--- config.mk ---
export PLATFORM = sky130hd
export DESIGN_NAME = cctb_unit
export DESIGN_NICKNAME = d
export VERILOG_FILES = /design/src/shared/cctb_pkg.sv /design/src/rtl/cctb_channel.sv /design/src/rtl/cctb_unit.sv
export VERILOG_INCLUDE_DIRS = /design/src /design/src/shared
export SDC_FILE = /design/constraint.sdc
export NUM_CORES = 1
export LEC_CHECK = 0
export BUFFER_PORTS_ARGS = -buffer_cell sky130_fd_sc_hd__buf_2
export CAP_MARGIN = 20
export CORE_ASPECT_RATIO = 1.2
export CORE_UTILIZATION = 35
export DETAILED_ROUTE_END_ITERATION = 10
export GPL_ROUTABILITY_DRIVEN = 0
export GPL_TIMING_DRIVEN = 0
export PLACE_DENSITY = 0.54
export SLEW_MARGIN = 30
export SYNTH_ARGS = -nofsm -noshare
export SYNTH_HDL_FRONTEND = slang
export SYNTH_SLANG_ARGS = --single-unit
--- constraint.sdc ---
create_clock -name clk -period 2.5 [get_ports clk]
set_clock_uncertainty 0.05 [all_clocks]
set_input_delay 0.5 -clock clk [delete_from_list [all_inputs] [get_ports clk]]
set_output_delay 0.5 -clock clk [all_outputs]
set_load 0.1 [all_outputs]
--- src/shared/cctb_map.svh ---
// register offsets, field positions, mode codes and counts of the unit
`ifndef CCTB_MAP_SVH
`define CCTB_MAP_SVH

// register byte offsets on the plain register port
`define CCTB_A_CTL1      8'h00
`define CCTB_A_CTL2      8'h01
`define CCTB_A_VAL1_LO   8'h02
`define CCTB_A_VAL1_HI   8'h03
`define CCTB_A_VAL2_LO   8'h04
`define CCTB_A_VAL2_HI   8'h05
`define CCTB_A_TB_LO     8'h06
`define CCTB_A_TB_HI     8'h07
`define CCTB_A_TBCTL     8'h08
`define CCTB_A_STATUS    8'h09
`define CCTB_A_MASK      8'h0A

// field layout of the control registers
`define CCTB_CTL_MODE    3:0
`define CCTB_CTL_WMASK   8'h3F
`define CCTB_TBC_ON      0
`define CCTB_TBC_EXT     1
`define CCTB_TBC_WMASK   8'h03

// reset values
`define CCTB_RST_BYTE    8'h00
`define CCTB_RST_WORD    16'h0000
`define CCTB_RST_IRQ     2'h0

// mode select codes
`define CCTB_M_OFF       4'h0
`define CCTB_M_TOGGLE    4'h2
`define CCTB_M_CAP_FALL  4'h4
`define CCTB_M_CAP_RISE  4'h5
`define CCTB_M_CAP_4     4'h6
`define CCTB_M_CAP_16    4'h7
`define CCTB_M_SET       4'h8
`define CCTB_M_CLEAR     4'h9
`define CCTB_M_FLAG      4'hA
`define CCTB_M_SPECIAL   4'hB

// counts
`define CCTB_PS4_LAST    4'h3
`define CCTB_PS16_LAST   4'hF
`define CCTB_PS_ZERO     4'h0
`define CCTB_PS_ONE      4'h1
`define CCTB_DIV_LAST    2'h3
`define CCTB_DIV_ZERO    2'h0
`define CCTB_DIV_ONE     2'h1
`define CCTB_TB_ONE      16'h0001

`endif

--- src/shared/cctb_pkg.sv ---
// types and mode decoding shared by the capture/compare unit
`include "cctb_map.svh"
package cctb_pkg;

   typedef logic [3:0] cctb_mode_t;

   // one register port request
   typedef struct packed {
      logic       wr;
      logic       rd;
      logic [7:0] addr;
      logic [7:0] wdata;
   } cctb_req_t;

   // what one channel reports back to the top
   typedef struct packed {
      logic [15:0] value;
      logic        event_pulse;
      logic        pin_out;
      logic        pin_oe;
      logic        special;
   } cctb_chan_t;

   // capture modes are 01xx
   function automatic logic cctb_is_capture(input cctb_mode_t m);
      cctb_is_capture = (m[3:2] == 2'b01);
   endfunction

   // compare modes are 0010 and 10xx
   function automatic logic cctb_is_compare(input cctb_mode_t m);
      cctb_is_compare = (m == `CCTB_M_TOGGLE) || (m[3:2] == 2'b10);
   endfunction

   // only toggle, set and clear take the pin
   function automatic logic cctb_drives_pin(input cctb_mode_t m);
      cctb_drives_pin = (m == `CCTB_M_TOGGLE) || (m == `CCTB_M_SET) ||
                        (m == `CCTB_M_CLEAR);
   endfunction

endpackage
--- src/rtl/cctb_channel.sv ---
// one capture/compare channel: value pair, prescaler, pin latch
`timescale 1ns/10ps
`include "cctb_map.svh"
module cctb_channel (
   input  wire logic               clk,
   input  wire logic               reset,
   input  wire cctb_pkg::cctb_mode_t mode,
   input  wire logic [15:0]        timebase,
   input  wire logic               pin_in,
   input  wire logic               wr_low,
   input  wire logic               wr_high,
   input  wire logic [7:0]         wdata,
   output cctb_pkg::cctb_chan_t    chan
);

   logic [15:0] value_ff;
   logic        pin_q_ff;
   logic [3:0]  presc_ff;
   logic        match_q_ff;
   logic        latch_ff;
   logic        rise;
   logic        fall;
   logic        cap_evt;
   logic        match;
   logic        cmp_evt;

   // pin edges, the pin is taken as synchronous
   always_ff @(posedge clk) begin
      if (reset) begin
         pin_q_ff <= 1'b0;
      end else begin
         pin_q_ff <= pin_in;
      end
   end
   assign rise = pin_in & ~pin_q_ff;
   assign fall = ~pin_in & pin_q_ff;

   // prescaler survives a change between capture settings
   always_ff @(posedge clk) begin
      if (reset || !cctb_pkg::cctb_is_capture(mode)) begin
         presc_ff <= `CCTB_PS_ZERO;
      end else if (rise && mode[1]) begin
         if (presc_ff >= ((mode == `CCTB_M_CAP_4) ? `CCTB_PS4_LAST
                                                  : `CCTB_PS16_LAST)) begin
            presc_ff <= `CCTB_PS_ZERO;
         end else begin
            presc_ff <= presc_ff + `CCTB_PS_ONE;
         end
      end
   end

   // qualifying capture event per mode
   always_comb begin
      cap_evt = 1'b0;
      unique case (mode)
         `CCTB_M_CAP_FALL: cap_evt = fall;
         `CCTB_M_CAP_RISE: cap_evt = rise;
         `CCTB_M_CAP_4:    cap_evt = rise && (presc_ff == `CCTB_PS4_LAST);
         `CCTB_M_CAP_16:   cap_evt = rise && (presc_ff == `CCTB_PS16_LAST);
         default:          cap_evt = 1'b0;
      endcase
   end

   // equality is level; only its first cycle counts as a match event
   assign match   = cctb_pkg::cctb_is_compare(mode) &&
                    (value_ff == timebase);
   assign cmp_evt = match & ~match_q_ff;

   always_ff @(posedge clk) begin
      if (reset) begin
         match_q_ff <= 1'b0;
      end else begin
         match_q_ff <= match;
      end
   end

   // value pair: a capture wins over a firmware byte write
   always_ff @(posedge clk) begin
      if (reset) begin
         value_ff <= `CCTB_RST_WORD;
      end else if (cap_evt) begin
         value_ff <= timebase;
      end else begin
         if (wr_low) begin
            value_ff[7:0] <= wdata;
         end
         if (wr_high) begin
            value_ff[15:8] <= wdata;
         end
      end
   end

   // compare output latch, forced low while the unit is off
   always_ff @(posedge clk) begin
      if (reset || mode == `CCTB_M_OFF) begin
         latch_ff <= 1'b0;
      end else if (cmp_evt) begin
         unique case (mode)
            `CCTB_M_TOGGLE: latch_ff <= ~latch_ff;
            `CCTB_M_SET:    latch_ff <= 1'b1;
            `CCTB_M_CLEAR:  latch_ff <= 1'b0;
            default:        latch_ff <= latch_ff;
         endcase
      end
   end

   assign chan.value       = value_ff;
   assign chan.event_pulse = cap_evt | cmp_evt;
   assign chan.pin_out     = latch_ff;
   assign chan.pin_oe      = cctb_pkg::cctb_drives_pin(mode);
   assign chan.special     = match && (mode == `CCTB_M_SPECIAL);

endmodule

--- src/rtl/cctb_unit.sv ---
// two-channel capture/compare unit with its 16-bit timebase
//
// Functional notes
// - capture uses the 16-bit timebase, from instruction or external clock
// - on instruction clock the timebase holds in sleep, then resumes
// - on external clock capture keeps working during sleep
// - timebase is 16 bits, read as low and high byte registers
// - compare mode checks value pair against timebase for equality
// - a match toggles, sets or clears the pin, resets timebase or flags
// - every compare mode sets the event flag on a match
// - compare codes 0010, 1000, 1001, 1010, 1011; 0000 turns unit off
// - capture codes 0100 fall, 0101 rise, 0110 fourth, 0111 sixteenth rise
// - capture loads timebase into value pair, sets flag, overwrites unread
// - prescaler zeroed when off, not capturing or reset; not on swaps between capture modes
`timescale 1ns/10ps
`include "cctb_map.svh"
module cctb_unit (
   input  wire logic       clk,
   input  wire logic       reset,
   input  wire logic [7:0] bus_addr,
   input  wire logic [7:0] bus_wdata,
   input  wire logic       bus_wr,
   input  wire logic       bus_rd,
   output logic      [7:0] bus_rdata,
   input  wire logic       sleep_mode,
   input  wire logic       ext_clk_in,
   input  wire logic [1:0] event_pin_in,
   output logic      [1:0] event_pin_out,
   output logic      [1:0] event_pin_oe,
   output logic            irq
);

   cctb_pkg::cctb_req_t  req;
   cctb_pkg::cctb_chan_t chan1;
   cctb_pkg::cctb_chan_t chan2;

   logic [7:0]  ctl1_ff;
   logic [7:0]  ctl2_ff;
   logic [7:0]  tbctl_ff;
   logic [15:0] tb_ff;
   logic [15:0] nxt_tb;
   logic [1:0]  div_ff;
   logic        ext_q_ff;
   logic [1:0]  status_ff;
   logic [1:0]  nxt_status;
   logic [1:0]  mask_ff;
   logic [7:0]  rdata_ff;
   logic [7:0]  nxt_rdata;
   logic        inst_tick;
   logic        ext_rise;
   logic        tb_tick;
   logic        tb_on;
   logic        tb_ext;
   logic        special_any;
   logic [1:0]  events;

   // bundle the register port
   assign req.wr    = bus_wr;
   assign req.rd    = bus_rd;
   assign req.addr  = bus_addr;
   assign req.wdata = bus_wdata;

   // write decode, one strobe per register
   function automatic logic hit_wr(input cctb_pkg::cctb_req_t r,
                                   input logic [7:0] a);
      hit_wr = r.wr && (r.addr == a);
   endfunction

   assign tb_on  = tbctl_ff[`CCTB_TBC_ON];
   assign tb_ext = tbctl_ff[`CCTB_TBC_EXT];

   // control registers; bits 7:6 are not implemented
   // a mode change takes effect in one write; clearing the register
   // first is firmware's job, so no interlock is built here
   always_ff @(posedge clk) begin
      if (reset) begin
         ctl1_ff <= `CCTB_RST_BYTE;
      end else if (hit_wr(req, `CCTB_A_CTL1)) begin
         ctl1_ff <= req.wdata & `CCTB_CTL_WMASK;
      end
   end

   always_ff @(posedge clk) begin
      if (reset) begin
         ctl2_ff <= `CCTB_RST_BYTE;
      end else if (hit_wr(req, `CCTB_A_CTL2)) begin
         ctl2_ff <= req.wdata & `CCTB_CTL_WMASK;
      end
   end

   // timebase control: run enable and clock source
   always_ff @(posedge clk) begin
      if (reset) begin
         tbctl_ff <= `CCTB_RST_BYTE;
      end else if (hit_wr(req, `CCTB_A_TBCTL)) begin
         tbctl_ff <= req.wdata & `CCTB_TBC_WMASK;
      end
   end

   // instruction clock is a quarter of clk, made as an enable pulse
   always_ff @(posedge clk) begin
      if (reset) begin
         div_ff <= `CCTB_DIV_ZERO;
      end else begin
         div_ff <= div_ff + `CCTB_DIV_ONE;
      end
   end
   assign inst_tick = (div_ff == `CCTB_DIV_LAST);

   // external clock is sampled; one edge per count
   always_ff @(posedge clk) begin
      if (reset) begin
         ext_q_ff <= 1'b0;
      end else begin
         ext_q_ff <= ext_clk_in;
      end
   end
   assign ext_rise = ext_clk_in & ~ext_q_ff;

   // the instruction clock stops in sleep, the external one does not
   assign tb_tick = tb_on &&
                    (tb_ext ? ext_rise
                            : (inst_tick && !sleep_mode));

   // a special event clears the count at the next timebase edge,
   // so the match value acts as a period; moving the value away
   // before that edge cancels the clear
   assign special_any = chan1.special | chan2.special;

   // next timebase value; firmware byte writes win over counting
   always_comb begin
      nxt_tb = tb_ff;
      if (tb_tick) begin
         if (special_any) begin
            nxt_tb = `CCTB_RST_WORD;
         end else begin
            nxt_tb = tb_ff + `CCTB_TB_ONE;
         end
      end
      if (hit_wr(req, `CCTB_A_TB_LO)) begin
         nxt_tb[7:0] = req.wdata;
      end
      if (hit_wr(req, `CCTB_A_TB_HI)) begin
         nxt_tb[15:8] = req.wdata;
      end
   end

   // timebase register; it holds, not clears, while stopped
   always_ff @(posedge clk) begin
      if (reset) begin
         tb_ff <= `CCTB_RST_WORD;
      end else begin
         tb_ff <= nxt_tb;
      end
   end

   // both channels share the one timebase
   cctb_channel u_chan1 (
      .clk      (clk),
      .reset    (reset),
      .mode     (ctl1_ff[`CCTB_CTL_MODE]),
      .timebase (tb_ff),
      .pin_in   (event_pin_in[0]),
      .wr_low   (hit_wr(req, `CCTB_A_VAL1_LO)),
      .wr_high  (hit_wr(req, `CCTB_A_VAL1_HI)),
      .wdata    (req.wdata),
      .chan     (chan1)
   );

   cctb_channel u_chan2 (
      .clk      (clk),
      .reset    (reset),
      .mode     (ctl2_ff[`CCTB_CTL_MODE]),
      .timebase (tb_ff),
      .pin_in   (event_pin_in[1]),
      .wr_low   (hit_wr(req, `CCTB_A_VAL2_LO)),
      .wr_high  (hit_wr(req, `CCTB_A_VAL2_HI)),
      .wdata    (req.wdata),
      .chan     (chan2)
   );

   // pins: the enable follows the mode, so flag-only modes let go
   assign event_pin_out = {chan2.pin_out, chan1.pin_out};
   assign event_pin_oe  = {chan2.pin_oe, chan1.pin_oe};

   // event flags from capture and compare
   assign events = {chan2.event_pulse, chan1.event_pulse};

   // sticky status; a read clears it but a new event in that cycle
   // survives, so no capture is lost to a racing read
   always_comb begin
      nxt_status = status_ff;
      if (req.rd && req.addr == `CCTB_A_STATUS) begin
         nxt_status = `CCTB_RST_IRQ;
      end
      nxt_status = nxt_status | events;
   end

   always_ff @(posedge clk) begin
      if (reset) begin
         status_ff <= `CCTB_RST_IRQ;
      end else begin
         status_ff <= nxt_status;
      end
   end

   // interrupt mask, same layout as the status register
   always_ff @(posedge clk) begin
      if (reset) begin
         mask_ff <= `CCTB_RST_IRQ;
      end else if (hit_wr(req, `CCTB_A_MASK)) begin
         mask_ff <= req.wdata[1:0];
      end
   end

   // level interrupt while any unmasked flag stands
   assign irq = |(status_ff & mask_ff);

   // read mux; unmapped offsets answer zero
   always_comb begin
      nxt_rdata = `CCTB_RST_BYTE;
      unique case (req.addr)
         `CCTB_A_CTL1:    nxt_rdata = ctl1_ff;
         `CCTB_A_CTL2:    nxt_rdata = ctl2_ff;
         `CCTB_A_VAL1_LO: nxt_rdata = chan1.value[7:0];
         `CCTB_A_VAL1_HI: nxt_rdata = chan1.value[15:8];
         `CCTB_A_VAL2_LO: nxt_rdata = chan2.value[7:0];
         `CCTB_A_VAL2_HI: nxt_rdata = chan2.value[15:8];
         `CCTB_A_TB_LO:   nxt_rdata = tb_ff[7:0];
         `CCTB_A_TB_HI:   nxt_rdata = tb_ff[15:8];
         `CCTB_A_TBCTL:   nxt_rdata = tbctl_ff;
         `CCTB_A_STATUS:  nxt_rdata = {6'h00, status_ff};
         `CCTB_A_MASK:    nxt_rdata = {6'h00, mask_ff};
         default:         nxt_rdata = `CCTB_RST_BYTE;
      endcase
   end

   // read data stand only in the cycle after the strobe
   always_ff @(posedge clk) begin
      if (reset) begin
         rdata_ff <= `CCTB_RST_BYTE;
      end else if (req.rd) begin
         rdata_ff <= nxt_rdata;
      end else begin
         rdata_ff <= `CCTB_RST_BYTE;
      end
   end
   assign bus_rdata = rdata_ff;

endmodule

==> reports/metrics.csv, run 1 <==
stage;metric;value;unit
floorplan;die area;0.01615;mm2
floorplan;Die Wd;116.2;um
global_routing;largest net degree at the start of global routing;15;
setup_path;Crit-path slowest cell;clkbuf_1;
cells_and_area;layout cells sized above 1;16.29;%
synth;syn_nets;647;
synth;FF+latch count, synth;91;
outcome;status;finished, final reports clean;
setup_path;Critical Path End Type;output port;
detailed_routing;detailed router's first-iteration violation count;467;
synth;EDFF count, synth;0;
pwr;clock share of power;46.9;%
placement;Post-Place Setup Slack;-0.2165;ns
pwr;Switching Share;23.92;%
cells_and_area;design area;0.006202;mm2
setup_path;reg2reg start;tb_ff[6];
cells_and_area;Layout Nets;685;
cells_and_area;Util after Layout;40.96;%
synth;share of synthesized flip-flops with an asynchronous set or reset;0;%
placement;number of port buffers;28;
detailed_routing;DRC;0;
pwr;Pint;2.327;mW
setup_path;Buf/Inv on CP;3;
synth;Gate Count Post-Synth;615;
sta;setup tns final;0;ns
sta;RSZ-0062 raised after global routing;false;
sta;slew margin rel.;42.63;%
synth;Ys Warns;0;
setup_path;R2R depth;7;
floorplan;height of the die;139.0;um
clocking;clk root buf;clkbuf_16;
floorplan;core area;0.01514;mm2
detailed_routing;final WL;18460;um
pwr;Seq pwr share;47.7;%
cells_and_area;n_diodes;0;
worst_hold_path;WHS Path Cells;2;
global_routing;first-pass GRT wire length;28690;um
worst_hold_path;Min-Delay Endpoint;ext_q_ff;
clocking;Skew-Pair Late Insertion Delay;0.35;ns
synth;unique cell type count in the Yosys netlist;57;
clocking;CTS clk-pin slew, worst paths;0.07;ns
sta;Max Clk Rate;415.4;MHz
synth;Synth Cell Area;0.005475;mm2
detailed_routing;vias;5064;
worst_hold_path;Hold Path Origin;ext_clk_in;
clocking;CTS Hold Bufs;0;
placement;Post-Place Cells;847;
clocking;clock sink count;91;
cells_and_area;non-filler cells, final;861;
clocking;H-tree levels;3;
synth;post-synthesis sequential area ratio;33.27;%
clocking;# Post-CTS Setup Buffers;0;
sta;fin. max-slew vios;0;
cells_and_area;Fill cells;1552;
flow_run;Max-cap violations;0;
detailed_routing;Final ANT Viol Nets;0;
floorplan;std cell rows;49;
worst_hold_path;worst min path class;in2reg;
clocking;TritonCTS Buffers;9;
sta;Final Cycle Share;96.29;%
synth;Main synth FF type;dfxtp_1;
floorplan;IO Pins;37;
cells_and_area;commonest cells after routing, fill and taps aside;dfxtp_1, nor2_1, buf_2;
sta;final setup vio count;0;
floorplan;Initial Util;36.16;%
sta;Worst Tran Pin Value;0.8606;ns
global_routing;vias in the first global route;5000;
setup_path;Crit Path Class;reg2out;
synth;Synth Area per Inst;8.903;um2
global_routing;gr usage total;23.94;%
cells_and_area;Syn-to-layout area delta;13.28;%
pwr;PwrDens;493.0;mW/mm2
setup_path;crit-path cells;clkbuf_1 > mux2_2 > nor2_1 > buf_4 > clkbuf_4;
detailed_routing;routed len/inst;21.44;um
pwr;Pleak;2.470;nW
detailed_routing;via density per instance;5.882;
global_routing;GRT overflow;0;
setup_path;RR Endpoint;tb_ff[9];
clocking;CTS Buffer Depth;2;
clocking;CTS tree;done;
setup_path;Worst Path Required;1.95;ns
placement;DP HPWL;13220;um
pwr;Logic pwr share;5.4;%
setup_path;CP max FO;10;
sta;Fin. Hold Viols;0;
pwr;switching pwr;0.7313;mW
setup_path;Worst Setup Start Kind;register;
setup_path;setup slack, reg-to-reg;0.20;ns
pwr;Max VDD drop;0.2418;mV
placement;placement-stage cell area;0.005871;mm2
sta;Min Hold Slack;0.3326;ns
sta;setup slack after layout;0.09275;ns
global_routing;initial antenna violation count;0;
sta;fin crit period;2.407;ns
cells_and_area;most common cell after layout, fill and taps aside;dfxtp_1;
pwr;Total Power;3.058;mW
detailed_routing;1st-pass router iterations;8;
setup_path;arrival time worst endpoint;1.86;ns
setup_path;kind of cell adding the most delay to the critical path;buffers and inverters;
setup_path;slowest stage delay, CP;0.41;ns
flip-flops by register name, indices dropped and copies added, names as in the netlist, 2 cells and up:
register / count
tb_ff: 16
u_chan2.presc_ff: 4
u_chan1.value_ff: 16
u_chan1.presc_ff: 4
status_ff: 2
mask_ff: 2
u_chan2.value_ff: 16
ctl2_ff: 6
ctl1_ff: 6
tbctl_ff: 2
div_ff: 2
bus_rdata: 8
how the worst max path moves through the flow:
| stage | from | depth (start not counted) | end | slack [ns] |
|---|---|---|---|---|
| final | ctl2_ff[1] | 5 | event_pin_oe[1] | 0.09 |
| after global routing | ctl2_ff[1] | 5 | event_pin_oe[1] | 0.02 |
| after global placement | reset | 5 | tb_ff[12] | -0.17 |
| after detailed placement | reset | 5 | tb_ff[14] | -0.22 |
| after CTS | ctl2_ff[3] | 6 | event_pin_oe[1] | 0.02 |
| after floorplan | bus_addr[5] | 7 | ctl2_ff[1] | 0.48 |
synthesized netlist by cell type, drive strengths merged (3+ instances only):
cell    count  area share, %
xor2       32            5.1
a21oi      19            1.7
or4         4           0.62
a31oi       3           0.34
and3       17            1.9
nand4      14            1.6
a211oi     24            3.3
and2        5           0.57
o21ai       7           0.64
ha          8            1.8
xnor2      22            3.5
o32ai       7            1.1
nor2b       7           0.80
nor3        5           0.55
inv         5           0.34
nor3b       3           0.41
clkbuf     31            2.1
buf        37            4.1
nor2       80            5.5
nand2      25            1.7
a311oi      8            1.3
and4        4           0.64
o41ai       8            1.3
a22oi       4           0.55
nand2b      4           0.46
nand3b      7           0.96
dfxtp      91             33
mux4       14            5.8
a21o        9            1.2
mux2i      46            8.4
nand3      32            3.0
nor4        7           0.91
routing by layer:
layer / vias to the layer above / GRT usage, % / routed length, um
met1: 2468 / 29.93 / 7524
met4: 0 / 14.78 / 982
met2: 231 / 38.10 / 8662
met5: - / 0 / 0
li1: 2304 / - / -
met3: 61 / 3.802 / 1291
area by class of cell:
type	count	area (um2)	share of cell area [%]
Multi-Input combinational cell	451	3322	53.56
Sequential cell	91	1822	29.37
Buffer	67	336.6	5.427
Tap cell	204	255.2	4.115
Clock buffer	11	252.7	4.075
Timing Repair Buffer	28	145.1	2.340
Clock inverter	4	50.05	0.8069
Inverter	5	18.77	0.3026
cell families (layout without fill, tap and decap cells):
logic type	after synthesis	in the layout	synth area share (%)
buf+inv	73	115	6.558
xor+xnor	54	54	8.638
fa+ha+maj	8	8	1.828
simple gates	223	223	21.02
mux	62	62	14.58
compound gates	104	104	14.10
flops	91	91	33.27
what timing repair did:
action / CTS / global route
setup endpoints to repair: 11 / 13
pin swaps: 0 / 0
resized for setup: 2 / 4
power by group through the flow:
stage	Combinational [mW]	Clock, mW	Sequential, mW
after global placement	0.159	0	1.49
after floorplan	0.0881	0	1.49
after detailed placement	0.160	0	1.49
after global routing	0.173	1.52	1.46
after CTS	0.161	1.45	1.46
final	0.164	1.43	1.46
Power figures use the tool's default switching activity.
==> inputs of run 2 (changes only) <==
==> constraint.sdc (replaced) <==
create_clock -name clk -period 2.5 [get_ports clk]
set_clock_uncertainty 0.05 [all_clocks]
set_input_delay 0 -clock clk [delete_from_list [all_inputs] [get_ports clk]]
set_output_delay 0 -clock clk [all_outputs]
set_load 0.1 [all_outputs]
==> reports/metrics.csv, run 2 (synthesis results as in run 1) <==
stage;metric;value;unit;change
global_routing;initial antenna violation count;0;;unchanged
setup_path;CP max FO;10;;unchanged
placement;number of port buffers;28;;unchanged
detailed_routing;1st-pass router iterations;7;;-1
detailed_routing;DRC;0;;unchanged
global_routing;GRT overflow;0;;unchanged
setup_path;Worst Path Required;2.65;ns;+0.70 ns
sta;final setup vio count;0;;unchanged
setup_path;Crit Path Class;reg2reg;;
clocking;clk root buf;clkbuf_16;;
detailed_routing;met2 WL post-DR;8648;um;-0.16%
setup_path;R2R depth;7;;unchanged
pwr;PwrDens;488.9;mW/mm2;-0.84%
setup_path;slowest stage delay, CP;0.52;ns;+0.11 ns
sta;fin. max-slew vios;0;;unchanged
cells_and_area;Syn-to-layout area delta;14.28;%;
clocking;CTS clk-pin slew, worst paths;0.07;ns;about the same
cells_and_area;register area;0.001822;mm2;unchanged
pwr;Pleak;2.496;nW;+1.0%
global_routing;largest net degree at the start of global routing;15;;unchanged
sta;Final Cycle Share;91.85;%;-4.4 points
sta;fin crit period;2.296;ns;-0.1111 ns
global_routing;first-pass GRT wire length;28760;um;+0.24%
cells_and_area;top flop regs;tb_ff: 16 flops, u_chan1.value_ff: 16 flops, u_chan2.value_ff: 16 flops;;
detailed_routing;Max Used Layer;met4;;
setup_path;Buf/Inv on CP;2;;-1
clocking;Skew-Pair Late Insertion Delay;0.35;ns;about the same
detailed_routing;vias;5107;;+0.85%
cells_and_area;commonest cells after routing, fill and taps aside;dfxtp_1, nor2_1, buf_2;;
pwr;Max VDD drop;0.2341;mV;-3.2%
worst_hold_path;Hold Path Origin;reset;;
cells_and_area;most common cell after layout, fill and taps aside;dfxtp_1;;
floorplan;die area;0.01615;mm2;unchanged
setup_path;kind of cell adding the most delay to the critical path;compound AO/OA/AOI/OAI gates;;
sta;RSZ-0062 raised after global routing;false;;
floorplan;IO Pins;37;;unchanged
cells_and_area;Layout Nets;691;;+0.88%
floorplan;height of the die;139.0;um;unchanged
cells_and_area;area taken by multi-input logic gates;0.003322;mm2;unchanged
worst_hold_path;WHS Path Cells;4;;+2
clocking;clock sink count;91;;unchanged
cells_and_area;n_diodes;0;;unchanged
worst_hold_path;worst min path class;in2reg;;
setup_path;reg2reg start;tb_ff[6];;
setup_path;arrival time worst endpoint;2.44;ns;+0.58 ns
cells_and_area;Util after Layout;41.32;%;+0.36 points
setup_path;Critical Path End Type;register;;
sta;Fin. Hold Viols;0;;unchanged
cells_and_area;layout cells sized above 1;16.14;%;-0.15 points
detailed_routing;wire length on met3;1233;um;-4.5%
floorplan;Initial Util;36.16;%;unchanged
flow_run;Max-cap violations;0;;unchanged
placement;DP HPWL;13220;um;unchanged
cells_and_area;Fill cells;1552;;unchanged
worst_hold_path;Min-Delay Endpoint;tb_ff[13];;
floorplan;Die Wd;116.2;um;unchanged
outcome;status;finished, final reports clean;;
sta;Worst Tran Pin Value;0.8559;ns;-0.004768 ns
setup_path;setup slack, reg-to-reg;0.20;ns;about the same
cells_and_area;design area;0.006257;mm2;+0.89%
clocking;CTS Buffer Depth;2;;unchanged
detailed_routing;final WL;18470;um;about the same
setup_path;RR Endpoint;tb_ff[9];;
detailed_routing;detailed router's first-iteration violation count;504;;+7.9%
floorplan;std cell rows;49;;unchanged
detailed_routing;routed len/inst;21.30;um;-0.64%
clocking;H-tree levels;3;;unchanged
sta;Max Clk Rate;435.5;MHz;+4.8%
floorplan;core area;0.01514;mm2;unchanged
setup_path;Worst Setup Start Kind;register;;
setup_path;Crit-path slowest cell;nor4b_2;;
setup_path;CP Depth;7;;+2
detailed_routing;via density per instance;5.890;;+0.15%
placement;placement-stage cell area;0.005871;mm2;unchanged
clocking;# Post-CTS Setup Buffers;0;;unchanged
sta;slew margin rel.;42.94;%;+0.32 points
detailed_routing;Final ANT Viol Nets;0;;unchanged
detailed_routing;M1 WL;7675;um;+2.0%
clocking;CTS tree;done;;
global_routing;vias in the first global route;5023;;+0.46%
global_routing;gr usage total;23.99;%;+0.046 points
clocking;TritonCTS Buffers;9;;unchanged
setup_path;crit-path cells;buf_2 > xor2_1 > a2111oi_2 > nor4b_2 > o2bb2ai_4 > buf_6 > o32ai_1;;
[run 2: changes by cell type in the layout (fill, tap and decap cells not counted), sizes merged]
cell / change
buf: +1
clkbuf: -1
dlygate4sd3: +6
[run 2: tightest hold or removal path: cells and delay by family]
kind                   cells  cell delay (ns)
AO/OA/AOI/OAI              1             0.07
AND/OR/NAND/NOR            2             0.15
buffers and inverters      1             0.16
[run 2: area by class of cell]
cell class,count,share of cell area [%]
Clock buffer,11,4.039
Tap cell,204,4.079
Sequential cell,91,29.11
Multi-Input combinational cell,451,53.09
Clock inverter,4,0.7998
Buffer,67,5.379
Timing Repair Buffer,34,3.199
Inverter,5,0.2999
[run 2: how the worst max path moves through the flow]
stage / from / end / slack [ns]
final: tb_ff[6] / tb_ff[9] / 0.20
after global routing: tb_ff[6] / tb_ff[9] / 0.05
after CTS: tb_ff[6] / tb_ff[9] / 0.09
after detailed placement: tb_ff[13] / tb_ff[9] / -0.11
after global placement: tb_ff[13] / tb_ff[11] / -0.09
after floorplan: tb_ff[5] / tb_ff[10] / 0.66
[run 2: power breakdown]
part | switching (mW) | internal [mW] | total [mW]
combinational | 0.118 | 0.0534 | 0.171
clock | 0.605 | 0.823 | 1.43
sequential | 0.00421 | 1.46 | 1.46
total | 0.727 | 2.33 | 3.06
[run 2: stage by stage]
| stage | cells | TNS (ns) | setup WS, ns | total power [mW] | hold WS (ns) |
|---|---|---|---|---|---|
| after floorplan | 615 | 0 | 0.6555 | 1.580 | 0.07818 |
| after global placement | 847 | -0.6245 | -0.08636 | 1.652 | 0.1812 |
| after detailed placement | 847 | -0.8220 | -0.1078 | 1.654 | 0.1900 |
| after CTS | 868 | 0 | 0.09463 | 3.077 | 0.02011 |
| after global routing | 867 | 0 | 0.04595 | 3.156 | 0.05124 |
| final | 867 | 0 | 0.2039 | 3.059 | 0.03338 |
[run 2: metal layers]
layer,global-route usage [%],vias up
met5,0,-
met4,14.78,0
met3,3.759,59
met2,38.22,241
met1,29.99,2487
li1,-,2320
[run 2: timing repair]
action                                  in CTS  in global routing
hold buffers                                 6                  0
hold endpoints to repair                     7                  0
endpoints found under the setup margin      10                 12
resized for setup                            1                  3
